File: src/ims_pkg.sv
package ims_pkg;
    localparam int unsigned CLK_HZ = 20_000_000;
    localparam int unsigned FAST_BPS = 400_000;
    localparam int unsigned STD_BPS = 100_000;
    // Quarter bit periods round up so the bus never runs faster than its class.
    localparam int unsigned QTR_FAST = (CLK_HZ + 4 * FAST_BPS - 1) / (4 * FAST_BPS);
    localparam int unsigned QTR_STD = (CLK_HZ + 4 * STD_BPS - 1) / (4 * STD_BPS);
    localparam int DIV_W = 8;
    localparam logic [DIV_W-1:0] DIV_FAST = DIV_W'(QTR_FAST - 1);
    localparam logic [DIV_W-1:0] DIV_STD = DIV_W'(QTR_STD - 1);
    localparam logic [7:0] OFF_CTRL = 8'h00;
    localparam logic [7:0] OFF_MADDR = 8'h04;
    localparam logic [7:0] OFF_MDATA = 8'h08;
    localparam logic [7:0] OFF_MCMD = 8'h0c;
    localparam logic [7:0] OFF_MSTAT = 8'h10;
    localparam logic [7:0] OFF_SADDR = 8'h14;
    localparam logic [7:0] OFF_SDATA = 8'h18;
    localparam logic [7:0] OFF_SSTAT = 8'h1c;
    localparam logic [7:0] OFF_INTST = 8'h20;
    localparam logic [7:0] OFF_INTMASK = 8'h24;
    localparam int CTRL_MEN = 0;
    localparam int CTRL_SEN = 1;
    localparam int CTRL_FAST = 2;
    localparam int CTRL_MSEL = 3;
    localparam int MADDR_RD = 7;
    localparam int MCMD_GO = 0;
    localparam int INT_MST = 0;
    localparam int INT_SLV = 1;
    localparam logic [3:0] RST_CTRL = 4'h0;
    localparam logic [7:0] RST_BYTE = 8'h00;
    localparam logic [6:0] RST_OWN = 7'h00;
    localparam logic [1:0] RST_INT = 2'h0;
    localparam logic [1:0] ERR_NONE = 2'h0;
    localparam logic [1:0] ERR_ADDR_ACK = 2'h1;
    localparam logic [1:0] ERR_DATA_ACK = 2'h2;
    localparam logic [1:0] err_code_arbitration_lost = 2'h3;
    localparam logic [1:0] slave_req_idle = 2'h0;
    localparam logic [1:0] slave_req_receive = 2'h1;
    localparam logic [1:0] slave_req_transmit = 2'h2;
    localparam logic [1:0] slave_req_first_byte = 2'h3;
    typedef enum logic [1:0] {M_IDLE, M_START, M_BITS, M_STOP} ims_mstate_e;
    typedef enum logic [2:0] {S_IDLE, S_ADDR, S_ACK, S_RX, S_TX, S_TXACK} ims_sstate_e;
endpackage

File: src/ims_i2c_port.sv
// Chosen here: the AHB-Lite interface to the registers and the register addresses.
`timescale 1ns/100ps
module ims_i2c_port (
    input wire logic clk_sys,
    input wire logic srst,
    input wire logic hsel,
    input wire logic [31:0] haddr,
    input wire logic [1:0] htrans,
    input wire logic hwrite,
    input wire logic [2:0] hsize,
    input wire logic [31:0] hwdata,
    input wire logic hready,
    output logic hreadyout,
    output logic hresp,
    output logic [31:0] hrdata,
    input wire logic sclIn,
    output logic sclOut,
    output logic sclOe,
    input wire logic sdaIn,
    output logic sdaOut,
    output logic sdaOe,
    output logic irq
);
    import ims_pkg::*;

    logic sclS1_reg, sclS2_reg, sclS3_reg, sdaS1_reg, sdaS2_reg, sdaS3_reg;
    logic dPend_reg, dWrite_reg, hreadyout_reg, pinLow_reg, irq_reg;
    logic sclOe_reg, sdaOe_reg;
    logic [7:0] dAddr_reg;
    logic [31:0] hrdata_reg, rdData;
    logic [3:0] ctrl_reg;
    logic [7:0] mAddr_reg, mTx_reg, mRx_reg, mShift_reg, sShift_reg, sRx_reg, sTx_reg;
    logic [6:0] sOwn_reg;
    logic [1:0] mErr_reg, mPhase_reg, sReq_reg, intRaw_reg, intMask_reg;
    logic [1:0] intW1c, intShow;
    logic [DIV_W-1:0] mDiv_reg, divLoad;
    logic [3:0] mBit_reg;
    logic [2:0] sBit_reg;
    logic mByte_reg, mSample_reg, mBusyD_reg, busBusy_reg;
    logic sDrive_reg, sRd_reg, sFirst_reg;
    ims_mstate_e mState_reg;
    ims_sstate_e sState_reg;

    // Only the second and third stages are looked at; the first is metastable.
    always_ff @(posedge clk_sys) begin
        if (srst) begin
            {sclS1_reg, sclS2_reg, sclS3_reg} <= 3'h7;
            {sdaS1_reg, sdaS2_reg, sdaS3_reg} <= 3'h7;
        end else begin
            sclS1_reg <= sclIn;
            sclS2_reg <= sclS1_reg;
            sclS3_reg <= sclS2_reg;
            sdaS1_reg <= sdaIn;
            sdaS2_reg <= sdaS1_reg;
            sdaS3_reg <= sdaS2_reg;
        end
    end

    wire sclRise = sclS2_reg & ~sclS3_reg;
    wire sclFall = ~sclS2_reg & sclS3_reg;
    wire startSeen = sclS2_reg & sclS3_reg & sdaS3_reg & ~sdaS2_reg;
    wire stopSeen = sclS2_reg & sclS3_reg & ~sdaS3_reg & sdaS2_reg;

    // Every transfer takes one wait state so read data always come from a flop.
    wire accept = hsel & htrans[1] & hready;
    wire wrEn = dPend_reg & dWrite_reg;

    function automatic logic hit(input logic [7:0] off);
        return dAddr_reg == off;
    endfunction

    function automatic logic wr(input logic [7:0] off);
        return wrEn && hit(off);
    endfunction

    always_ff @(posedge clk_sys) begin
        if (srst) begin
            dPend_reg <= 1'b0;
            dWrite_reg <= 1'b0;
            dAddr_reg <= 8'h00;
            hreadyout_reg <= 1'b1;
            hrdata_reg <= 32'h0;
        end else begin
            dPend_reg <= accept;
            hreadyout_reg <= ~accept;
            if (accept) begin
                dAddr_reg <= haddr[7:0];
                dWrite_reg <= hwrite;
            end
            if (dPend_reg && !dWrite_reg) begin
                hrdata_reg <= rdData;
            end
        end
    end

    wire mBusy = mState_reg != M_IDLE;
    wire mDone = mBusyD_reg & ~mBusy;
    wire rxByte = mByte_reg & mAddr_reg[MADDR_RD];
    wire mGo = wr(OFF_MCMD) & hwdata[MCMD_GO] & ctrl_reg[CTRL_MEN] & ~mBusy & ~busBusy_reg;
    assign intShow = ctrl_reg[CTRL_MSEL] ? (intRaw_reg & intMask_reg) : intRaw_reg;
    assign intW1c = wr(OFF_INTST) ? hwdata[1:0] : 2'h0;
    wire intPend = |(intRaw_reg & intMask_reg);

    assign rdData =
        hit(OFF_CTRL) ? {28'h0, ctrl_reg} :
        hit(OFF_MADDR) ? {24'h0, mAddr_reg} :
        hit(OFF_MDATA) ? {24'h0, mRx_reg} :
        hit(OFF_MSTAT) ? {28'h0, busBusy_reg, mBusy, mErr_reg} :
        hit(OFF_SADDR) ? {25'h0, sOwn_reg} :
        hit(OFF_SDATA) ? {24'h0, sRx_reg} :
        hit(OFF_SSTAT) ? {30'h0, sReq_reg} :
        hit(OFF_INTST) ? {30'h0, intShow} :
        hit(OFF_INTMASK) ? {30'h0, intMask_reg} : 32'h0;

    // Master bit engine: four quarter periods per bit, counted on the system clock.
    assign divLoad = ctrl_reg[CTRL_FAST] ? DIV_FAST : DIV_STD;
    wire mTick = mDiv_reg == '0;
    // A slave holding the clock low stretches the high quarter.
    wire mStall = (mState_reg == M_BITS) && (mPhase_reg == 2'h1) && !sclS2_reg;
    wire sendBit = rxByte | mBit_reg[3] | mShift_reg[7];
    wire mArb = ctrl_reg[CTRL_MEN] && !mGo && mState_reg == M_BITS && mTick && !mStall
        && mPhase_reg == 2'h3 && !mBit_reg[3] && sendBit && !mSample_reg && !rxByte;
    wire mScl = (mState_reg == M_START && mPhase_reg == 2'h3)
        || (mState_reg == M_BITS && (mPhase_reg == 2'h0 || mPhase_reg == 2'h3))
        || (mState_reg == M_STOP && mPhase_reg == 2'h0);
    wire mSda = (mState_reg == M_START && mPhase_reg != 2'h0)
        || (mState_reg == M_BITS && !sendBit)
        || (mState_reg == M_STOP && mPhase_reg != 2'h3);

    always_ff @(posedge clk_sys) begin
        if (srst) begin
            mState_reg <= M_IDLE;
            mPhase_reg <= 2'h0;
            mDiv_reg <= '0;
            mBit_reg <= 4'h0;
            mByte_reg <= 1'b0;
            mShift_reg <= RST_BYTE;
            mSample_reg <= 1'b1;
            mErr_reg <= ERR_NONE;
            mRx_reg <= RST_BYTE;
        end else if (!ctrl_reg[CTRL_MEN]) begin
            mState_reg <= M_IDLE;
        end else if (mGo) begin
            mState_reg <= M_START;
            mPhase_reg <= 2'h0;
            mDiv_reg <= divLoad;
            mBit_reg <= 4'h0;
            mByte_reg <= 1'b0;
            mShift_reg <= {mAddr_reg[6:0], mAddr_reg[MADDR_RD]};
            mErr_reg <= ERR_NONE;
        end else if (mBusy) begin
            mDiv_reg <= mTick ? (mStall ? mDiv_reg : divLoad) : mDiv_reg - 1'b1;
            if (mTick && !mStall) begin
                mPhase_reg <= mPhase_reg + 2'h1;
                if (mPhase_reg == 2'h2) begin
                    mSample_reg <= sdaS2_reg;
                end
                if (mPhase_reg == 2'h3) begin
                    case (mState_reg)
                        M_START: mState_reg <= M_BITS;
                        M_BITS: begin
                            if (!mBit_reg[3]) begin
                                if (mArb) begin
                                    mErr_reg <= err_code_arbitration_lost;
                                    mState_reg <= M_IDLE;
                                end
                                mBit_reg <= mBit_reg + 4'h1;
                                mShift_reg <= {mShift_reg[6:0], mSample_reg};
                            end else if (!mByte_reg) begin
                                if (mSample_reg) begin
                                    mErr_reg <= ERR_ADDR_ACK;
                                    mState_reg <= M_STOP;
                                end
                                mByte_reg <= 1'b1;
                                mBit_reg <= 4'h0;
                                mShift_reg <= mTx_reg;
                            end else begin
                                if (rxByte) begin
                                    mRx_reg <= mShift_reg;
                                end else if (mSample_reg) begin
                                    mErr_reg <= ERR_DATA_ACK;
                                end
                                mState_reg <= M_STOP;
                            end
                        end
                        M_STOP: mState_reg <= M_IDLE;
                        default: mState_reg <= M_IDLE;
                    endcase
                end
            end
        end
    end

    // Slave engine: follows the synchronised lines, no clock stretching.
    wire sAct = ctrl_reg[CTRL_SEN] & ~stopSeen & ~startSeen;
    wire [7:0] sByteIn = {sShift_reg[6:0], sdaS2_reg};
    wire sGotByte = sAct & (sState_reg == S_RX) & sclRise & (sBit_reg == 3'h7);
    wire sAddrRd = sAct & (sState_reg == S_ADDR) & sclRise & (sBit_reg == 3'h7)
        & (sByteIn[7:1] == sOwn_reg) & sByteIn[0];
    wire sAckRd = sAct & (sState_reg == S_TXACK) & sclRise & ~sclFall & ~sdaS2_reg;
    wire sTxReq = sAddrRd | sAckRd;
    wire sEvent = sGotByte | sTxReq;

    always_ff @(posedge clk_sys) begin
        if (srst) begin
            sState_reg <= S_IDLE;
            sDrive_reg <= 1'b0;
            sBit_reg <= 3'h0;
            sShift_reg <= RST_BYTE;
            sRd_reg <= 1'b0;
            sFirst_reg <= 1'b0;
        end else if (!ctrl_reg[CTRL_SEN] || stopSeen) begin
            sState_reg <= S_IDLE;
            sDrive_reg <= 1'b0;
        end else if (startSeen) begin
            sState_reg <= S_ADDR;
            sBit_reg <= 3'h0;
            sDrive_reg <= 1'b0;
        end else begin
            case (sState_reg)
                S_ADDR: if (sclRise) begin
                    sShift_reg <= sByteIn;
                    sBit_reg <= sBit_reg + 3'h1;
                    if (sBit_reg == 3'h7) begin
                        sState_reg <= (sByteIn[7:1] == sOwn_reg) ? S_ACK : S_IDLE;
                        sRd_reg <= sByteIn[0];
                        sFirst_reg <= 1'b1;
                    end
                end
                S_ACK: if (sclFall) begin
                    sDrive_reg <= ~sDrive_reg;
                    if (sDrive_reg) begin
                        sState_reg <= sRd_reg ? S_TX : S_RX;
                        sBit_reg <= 3'h0;
                        if (sRd_reg) begin
                            sShift_reg <= sTx_reg;
                            sDrive_reg <= ~sTx_reg[7];
                        end
                    end
                end
                S_RX: if (sclRise) begin
                    sShift_reg <= sByteIn;
                    sBit_reg <= sBit_reg + 3'h1;
                    if (sBit_reg == 3'h7) begin
                        sState_reg <= S_ACK;
                        sFirst_reg <= 1'b0;
                    end
                end
                S_TX: if (sclRise) begin
                    sShift_reg <= {sShift_reg[6:0], 1'b0};
                    sBit_reg <= sBit_reg + 3'h1;
                    if (sBit_reg == 3'h7) begin
                        sState_reg <= S_TXACK;
                    end
                end else if (sclFall) begin
                    sDrive_reg <= ~sShift_reg[7];
                end
                S_TXACK: if (sclFall) begin
                    sDrive_reg <= 1'b0;
                end else if (sclRise) begin
                    sState_reg <= sdaS2_reg ? S_IDLE : S_TX;
                    sShift_reg <= sTx_reg;
                    sBit_reg <= 3'h0;
                end
                default: sState_reg <= S_IDLE;
            endcase
        end
    end

    // Software registers, interrupt status and pin drivers.
    always_ff @(posedge clk_sys) begin
        if (srst) begin
            ctrl_reg <= RST_CTRL;
            mAddr_reg <= RST_BYTE;
            mTx_reg <= RST_BYTE;
            sOwn_reg <= RST_OWN;
            sTx_reg <= RST_BYTE;
            sRx_reg <= RST_BYTE;
            sReq_reg <= slave_req_idle;
            intRaw_reg <= RST_INT;
            intMask_reg <= RST_INT;
            busBusy_reg <= 1'b0;
            mBusyD_reg <= 1'b0;
            irq_reg <= 1'b0;
            sclOe_reg <= 1'b0;
            sdaOe_reg <= 1'b0;
        end else begin
            if (wr(OFF_CTRL)) ctrl_reg <= hwdata[3:0];
            if (wr(OFF_MADDR)) mAddr_reg <= hwdata[7:0];
            if (wr(OFF_MDATA)) mTx_reg <= hwdata[7:0];
            if (wr(OFF_SADDR)) sOwn_reg <= hwdata[6:0];
            if (wr(OFF_SDATA)) sTx_reg <= hwdata[7:0];
            if (wr(OFF_INTMASK)) intMask_reg <= hwdata[1:0];
            if (sGotByte) sRx_reg <= sByteIn;
            // New events win over a clear that lands in the same cycle.
            intRaw_reg <= (intRaw_reg & ~intW1c) | {sEvent, mDone};
            sReq_reg <= sGotByte ? (sFirst_reg ? slave_req_first_byte : slave_req_receive)
                : sTxReq ? slave_req_transmit
                : (dPend_reg && hit(OFF_SDATA)) ? slave_req_idle : sReq_reg;
            busBusy_reg <= startSeen | (busBusy_reg & ~stopSeen);
            mBusyD_reg <= mBusy;
            irq_reg <= intPend;
            sclOe_reg <= mScl;
            sdaOe_reg <= mSda | sDrive_reg;
        end
    end

    always_ff @(posedge clk_sys) begin
        pinLow_reg <= 1'b0;
    end

    assign hreadyout = hreadyout_reg;
    assign hresp = pinLow_reg;
    assign hrdata = hrdata_reg;
    assign sclOut = pinLow_reg;
    assign sdaOut = pinLow_reg;
    assign sclOe = sclOe_reg;
    assign sdaOe = sdaOe_reg;
    assign irq = irq_reg;
endmodule // ims_i2c_port

File: config.mk
export PLATFORM = sky130hd
export DESIGN_NAME = ims_i2c_port
export DESIGN_NICKNAME = d
export VERILOG_FILES = /design/src/ims_pkg.sv /design/src/ims_i2c_port.sv
export SDC_FILE = /design/constraint.sdc
export NUM_CORES = 1
export LEC_CHECK = 0
export BUFFER_PORTS_ARGS = -buffer_cell sky130_fd_sc_hd__buf_2
export CORE_MARGIN = 2
export CORE_UTILIZATION = 24
export CTS_CLUSTER_SIZE = 30
export DETAILED_ROUTE_END_ITERATION = 6
export SLEW_MARGIN = 10
export SYNTH_ARGS = -nofsm -noshare
export SYNTH_HDL_FRONTEND = slang
export SYNTH_SLANG_ARGS = --single-unit
File: constraint.sdc
create_clock -name clk_sys -period 2.35 [get_ports clk_sys]
set_input_delay 0.1175 -clock clk_sys [delete_from_list [all_inputs] [get_ports clk_sys]]
set_output_delay 0.1175 -clock clk_sys [all_outputs]
set_load 0.01 [all_outputs]
# [Yosys cells after proc, flatten, opt, wreduce, memory -nomap -nowiden]
# Cells that the tools add are included.
[totals] in_bits=76 register_bits=156 mem_bits_rw=0 n_memories=0 rom_bits=0 latchBits=0 output_inout_bits=39
[op_classes] order_cmp=0 shifts=0 bitwise=57 n_eq_ne=58 add_sub_neg=4 multipliers=0 mux=105 div=0 reduce_logical=83
[ops] op="$mux 8" n=24
[ops] op="$mux 2" n=28
[ops] op="$mux 3" n=18
[ops] op="$ne 3x3->1 const B" n=11
[ops] op="$eq 8x5->1 const B" n=4
[ops] op="$pmux 8 s4" n=1
[ops] op="$and 1x1->1" n=31
[ops] op="$reduce_and 10->1" n=3
[ops] op="$reduce_and 5->1" n=6
[ops] op="$logic_and 1x1->1" n=28
[ops] op="$mux 4" n=7
[ops] op="$ne 2x2->1 const B" n=14
[ops] op="$mux 1" n=21
[ops] op="$reduce_and 9->1" n=2
[ops] op="$eq 8x4->1 const B" n=2
[ops] op="$eq 8x6->1 const B" n=2
[ops] op="$logic_not 8->1" n=2
[ops] op="$not 1->1" n=16
[ops] op="$reduce_bool 2->1" n=8
[ops] op="$pmux 3 s5" n=1
[ops] op="$reduce_and 7->1" n=2
[ops] op="$reduce_and 6->1" n=2
[ops] op="$eq 3x3->1 const B" n=3
[ops] op="$logic_not 1->1" n=9
[ops] op="33 further kinds" n=62

# [Logic depth before layout (Yosys ltp)]
[depth] ltp_word=23 depth_mapped=10 depth_no_buf=7

# [Least setup slack after synthesis]
# Ideal clock, no wire load.
[synth_timing] path_kind="register to register" start="register mState_reg[0]" end="register mState_reg[1]" arrival_ns=2.226 setup_time_ns=0.079 stages_incl_launch_ff=9 period_less_slack_ns=2.305 path_slack_ns=0.045 t_required_ns=2.271 cell_sequence="dfxtp_1 > inv_1 > ha_1 > clkbuf_1 > nand3b_1 > nand3_1 > or3_1 > or4b_1 > a211oi_2"
[synth_between] elab_chain_len=16 elab_cells_between_ends=25
[synth_rtl] item="start: declaration" line="ims_i2c_port.sv:41" source="ims_mstate_e mState_reg;"
[synth_rtl] item="start signal: assignment" line="ims_i2c_port.sv:132" source="mState_reg <= M_IDLE;"
[synth_rtl] item="start signal: assignment" line="ims_i2c_port.sv:142" source="mState_reg <= M_IDLE;"
[synth_rtl] item="start signal: assignment" line="ims_i2c_port.sv:144" source="mState_reg <= M_START;"
[synth_rtl] item="$reduce_bool 2->1" line="ims_i2c_port.sv:96" source="wire mBusy = mState_reg != M_IDLE;"
[synth_rtl] item="$not 1->1" line="ims_i2c_port.sv:99" source="wire mGo = wr(OFF_MCMD) & hwdata[MCMD_GO] & ctrl_reg[CTRL_MEN] & ~mBusy & ~busBusy_reg;"
[synth_rtl] item="$and 1x1->1 (2 in a row)" line="ims_i2c_port.sv:99"
[synth_rtl] item="$logic_not 1->1" line="ims_i2c_port.sv:121" source="wire mArb = ctrl_reg[CTRL_MEN] && !mGo && mState_reg == M_BITS && mTick && !mStall"
[synth_rtl] item="$logic_and 1x1->1 (4 in a row)" line="ims_i2c_port.sv:121"
[synth_rtl] item="$logic_and 1x1->1 (5 in a row)" line="ims_i2c_port.sv:122" source="&& mPhase_reg == 2'h3 && !mBit_reg[3] && sendBit && !mSample_reg && !rxByte;"
[synth_rtl] item="$ne 3x3->1 (no line)"
[synth_rtl] item="$reduce_and 5->1 (no line)"
# Several ways; a longest one is shown, not always the timed one.
# A chain may end at the register's enable or synchronous reset.

# [Worst setup path after layout]
[layout_timing] start="register mDiv_reg[0]" end="register mState_reg[1]"
[layout_between] elab_chain_len=10 elab_cells_between_ends=11
[layout_rtl] item="start: declaration" line="ims_i2c_port.sv:36" source="logic [DIV_W-1:0] mDiv_reg, divLoad;"
[layout_rtl] item="start signal: assignment" line="ims_i2c_port.sv:146" source="mDiv_reg <= divLoad;"
[layout_rtl] item="start signal: assignment" line="ims_i2c_port.sv:152" source="mDiv_reg <= mTick ? (mStall ? mDiv_reg : divLoad) : mDiv_reg - 1'b1;"
[layout_rtl] item="$logic_not 8->1 *" line="ims_i2c_port.sv:117" source="wire mTick = mDiv_reg == '0;"
[layout_rtl] item="$logic_and 1x1->1 (2 in a row)" line="ims_i2c_port.sv:121"
[layout_rtl] item="$logic_and 1x1->1 (5 in a row)" line="ims_i2c_port.sv:122"
[layout_rtl] item="$ne 3x3->1 (no line)"
[layout_rtl] item="$reduce_and 5->1 (no line) *"
# Every way passes the cells marked *; elsewhere a longest branch is shown, timed or not.

==> impl_results.md <==
* Peak Freq at 0.447 GHz
* GP Congestion at 0.880
* Combinational share of power at 0.049
* Setup TNS at 0 ns
* Worst-Margin Slew at between 0.9 and 1 ns
* Yosys reg bits at 132
* Detailed placer's ending HPWL at ~14,000 µm
* P per Cell Area at roughly 640 nW/µm²
* DR vias at 5,898
* R2r setup slk at 0.11 ns
* Most frequent cells in the layout: dfxtp_1 (132), nor2_1 (90), nand2_1 (72)
* Crit Path Class: flop to flop
* Antenna violations before repair at 0
* Global Route Usage Sum at 0.134
* Synth cell types at 80
* Main synth FF type: dfxtp_1
* Area grow syn2layout at 24.0%
* CTS tree: built
* DRT Wirelength at around 19,000 µm
* Syn Std Cell Area at 6740 µm²
* Min Tclk post-route at approximately 2.2 ns
* Clk sinks at roughly 130
* Avg Cell Area, Syn at 8.60 µm²
* Initial core utilization at 0.243
* Diodes inserted at 0
* Root Buffer: clkbuf_16
* Syn. warnings at 0
* Setup violations, final at 0
* DRT iter0 DRCs at 500
* RSZ-0062 raised after global routing: no
* Crit-path max FO at 4
* DRT antenna net count at 0
* Reg2reg end: mState_reg[1]$_SDFFE_PP0P_
* Switching pwr at 1.23 mW
* CTS clk-pin slew, worst paths at 0.06 ns
* Die Area at 29,400 µm²
* Ratio of cells with drive above 1 in the final layout at 0.179
* Nets at between 900 and 1,000
* CORE AREA at between 20,000 and 30,000 µm²
* Seq/Total Area, Yosys at 0.392
* Asr flop ratio synth at 0
* WP data arrival at approximately 2.6 ns
* Largest net degree at the start of global routing at 39
* Final Cycle Share at 0.951
* PnR worst setup slack at 0.115 ns
* Register share of total power at 0.422
* IO buf count at 35
* R2r worst-path depth at 6
* Vias in the first global route at 5,660
* Worst setup endpoint: mState_reg[1]$_SDFFE_PP0P_
* Reg-to-reg startpoint: mDiv_reg[0]$_SDFFE_PP0P_
* Clock power share at 0.529
* Post-Place Cells at 1,203
* Relative slew margins at 0.389
* Final instance area at 8350 µm²
* Pre-Repair DR Iteration Count at 5
* Maxcap violations at 0
* Clock Latency Late Sink at 0.43 ns
* Worst VDD drop at 0.557 mV
* DRC Markers at 0
* Avg Vias per Cell at around 4.7
* Critical Path Source Type: flop
* Pwr Total at 5.37 mW
* WHS at 0.0190 ns
* Grt ovf at 0
* Final Hold Fails at 0
* Core Util, Final at 0.301
* Status: completed
* Total CTS buffers at 17
* H-tree levels at 4
* CP Data Required Time at 2.71 ns
* Most common cell after layout, fill and taps aside: dfxtp_1
* Io pins at 115
* Net switching share of the total power at 0.230
* EDFF count, synth at 0
* Leak Pwr at 3.25 nW
* First-pass GRT wire length at a little over 30,000 µm
* Core Rows at 61
* Setup crit start: mDiv_reg[0]$_SDFFE_PP0P_
* Die width at 172 µm
* Final Skew at 0.0112 ns
* Place WS at about 0.086 ns
* Crit. End Element: flop
* HP Class: input pin to flop
* Non-filler instance count after layout at 1,249
* Area after DPL at 7530 µm²
* Clock Tree Buf Depth at 2
* Cell Int Power at 4.13 mW
* Die Ht at 172 µm
* WL/cell at 15.4 µm
* Syn Inst Count at 783
* Slew Viols, Final at 0
## layout make-up
cell class	instances	area, µm²
Clock inverter	13	184
Timing Repair Buffer	106	796
Fill cell	2908	19400
Clock buffer	18	439
Multi-Input combinational cell	576	3720
Tap cell	378	473
Sequential cell	132	2640
Inverter	26	97.6
## Yosys cell counts (6+ instances only)
| cell type | instances | share of area |
|---|---|---|
| nor2_1 | 90 | 0.050 |
| nor3_1 | 13 | 0.0097 |
| a31oi_1 | 12 | 0.011 |
| mux2i_1 | 64 | 0.095 |
| a21oi_1 | 48 | 0.036 |
| buf_4 | 27 | 0.030 |
| nor2b_1 | 13 | 0.012 |
| dfxtp_1 | 132 | 0.39 |
| o31ai_1 | 9 | 0.010 |
| or2_2 | 8 | 0.0074 |
| buf_2 | 8 | 0.0059 |
| ha_1 | 13 | 0.024 |
| clkbuf_1 | 37 | 0.021 |
| xor2_1 | 6 | 0.0078 |
| nand2b_1 | 6 | 0.0056 |
| inv_1 | 25 | 0.014 |
| or3_1 | 14 | 0.013 |
| o21ai_0 | 33 | 0.025 |
| xnor2_1 | 7 | 0.0091 |
| nand2_1 | 72 | 0.040 |
| a22o_1 | 10 | 0.013 |
| nand4_1 | 6 | 0.0056 |
| o211ai_1 | 11 | 0.012 |
| nand3_1 | 10 | 0.0074 |
## routing by layer
metal,part of all wire,track usage,vias to the layer above
li1,-,-,2915
met1,0.48,0.177,2799
met2,0.46,0.214,162
met3,0.043,0.0292,22
met4,0.019,0.0486,0
met5,0,0,-
## power by group through the flow
stage | clock (mW) | sequential, mW | combinational (mW)
after floorplan | 0 | 2.31 | 0.175
after global placement | 0 | 2.31 | 0.241
after detailed placement | 0 | 2.31 | 0.241
after CTS | 2.88 | 2.26 | 0.259
after global routing | 2.98 | 2.27 | 0.287
final | 2.84 | 2.26 | 0.262
## what timing repair did
item / 4_1_cts / 5_1_grt
gates resized for setup: 0 / 8
buffers inserted: 0 / 1
endpoints found under the setup margin: 0 / 10
endpoints found under the hold margin: 15 / 0
hold buffers: 14 / 0
## worst min-delay path by stage
stage | cells after the start | endpoint | start | slack (ns)
after CTS | 3 | sOwn_reg[4]$_SDFFE_PP0P_ | hwdata[4] | 0.006
after global placement | 2 | sclS1_reg$_SDFF_PP1_ | sclIn | 0.30
final | 3 | sOwn_reg[4]$_SDFFE_PP0P_ | hwdata[4] | 0.02
after global routing | 3 | sOwn_reg[3]$_SDFFE_PP0P_ | hwdata[3] | 0.02
after detailed placement | 2 | sdaS1_reg$_SDFF_PP1_ | sdaIn | 0.30
after floorplan | 1 | sclS1_reg$_SDFF_PP1_ | sclIn | 0.22
## kinds of logic (layout without fill, tap and decap cells)
logic type	Yosys count	after routing	synth area share
and+or+nand+nor	270	270	0.204
AOI/OAI and AO/OA	188	188	0.190
DFF	132	132	0.392
buffers and inverters	101	163	0.0750
muxes	65	65	0.0968
adders and majority gates	13	13	0.0242
xor gates and xnor gates	13	13	0.0169
other	1	27	0.000557
## worst max-delay path: stages (launching register included)
cell      delay (ns)
dfxtp_1         0.33
inv_1           0.08
ha_1            0.17
or4b_4          0.47
or3_4           0.37
or4b_1          0.53
a211oi_2        0.21
(Power assumes the default switching activity.)
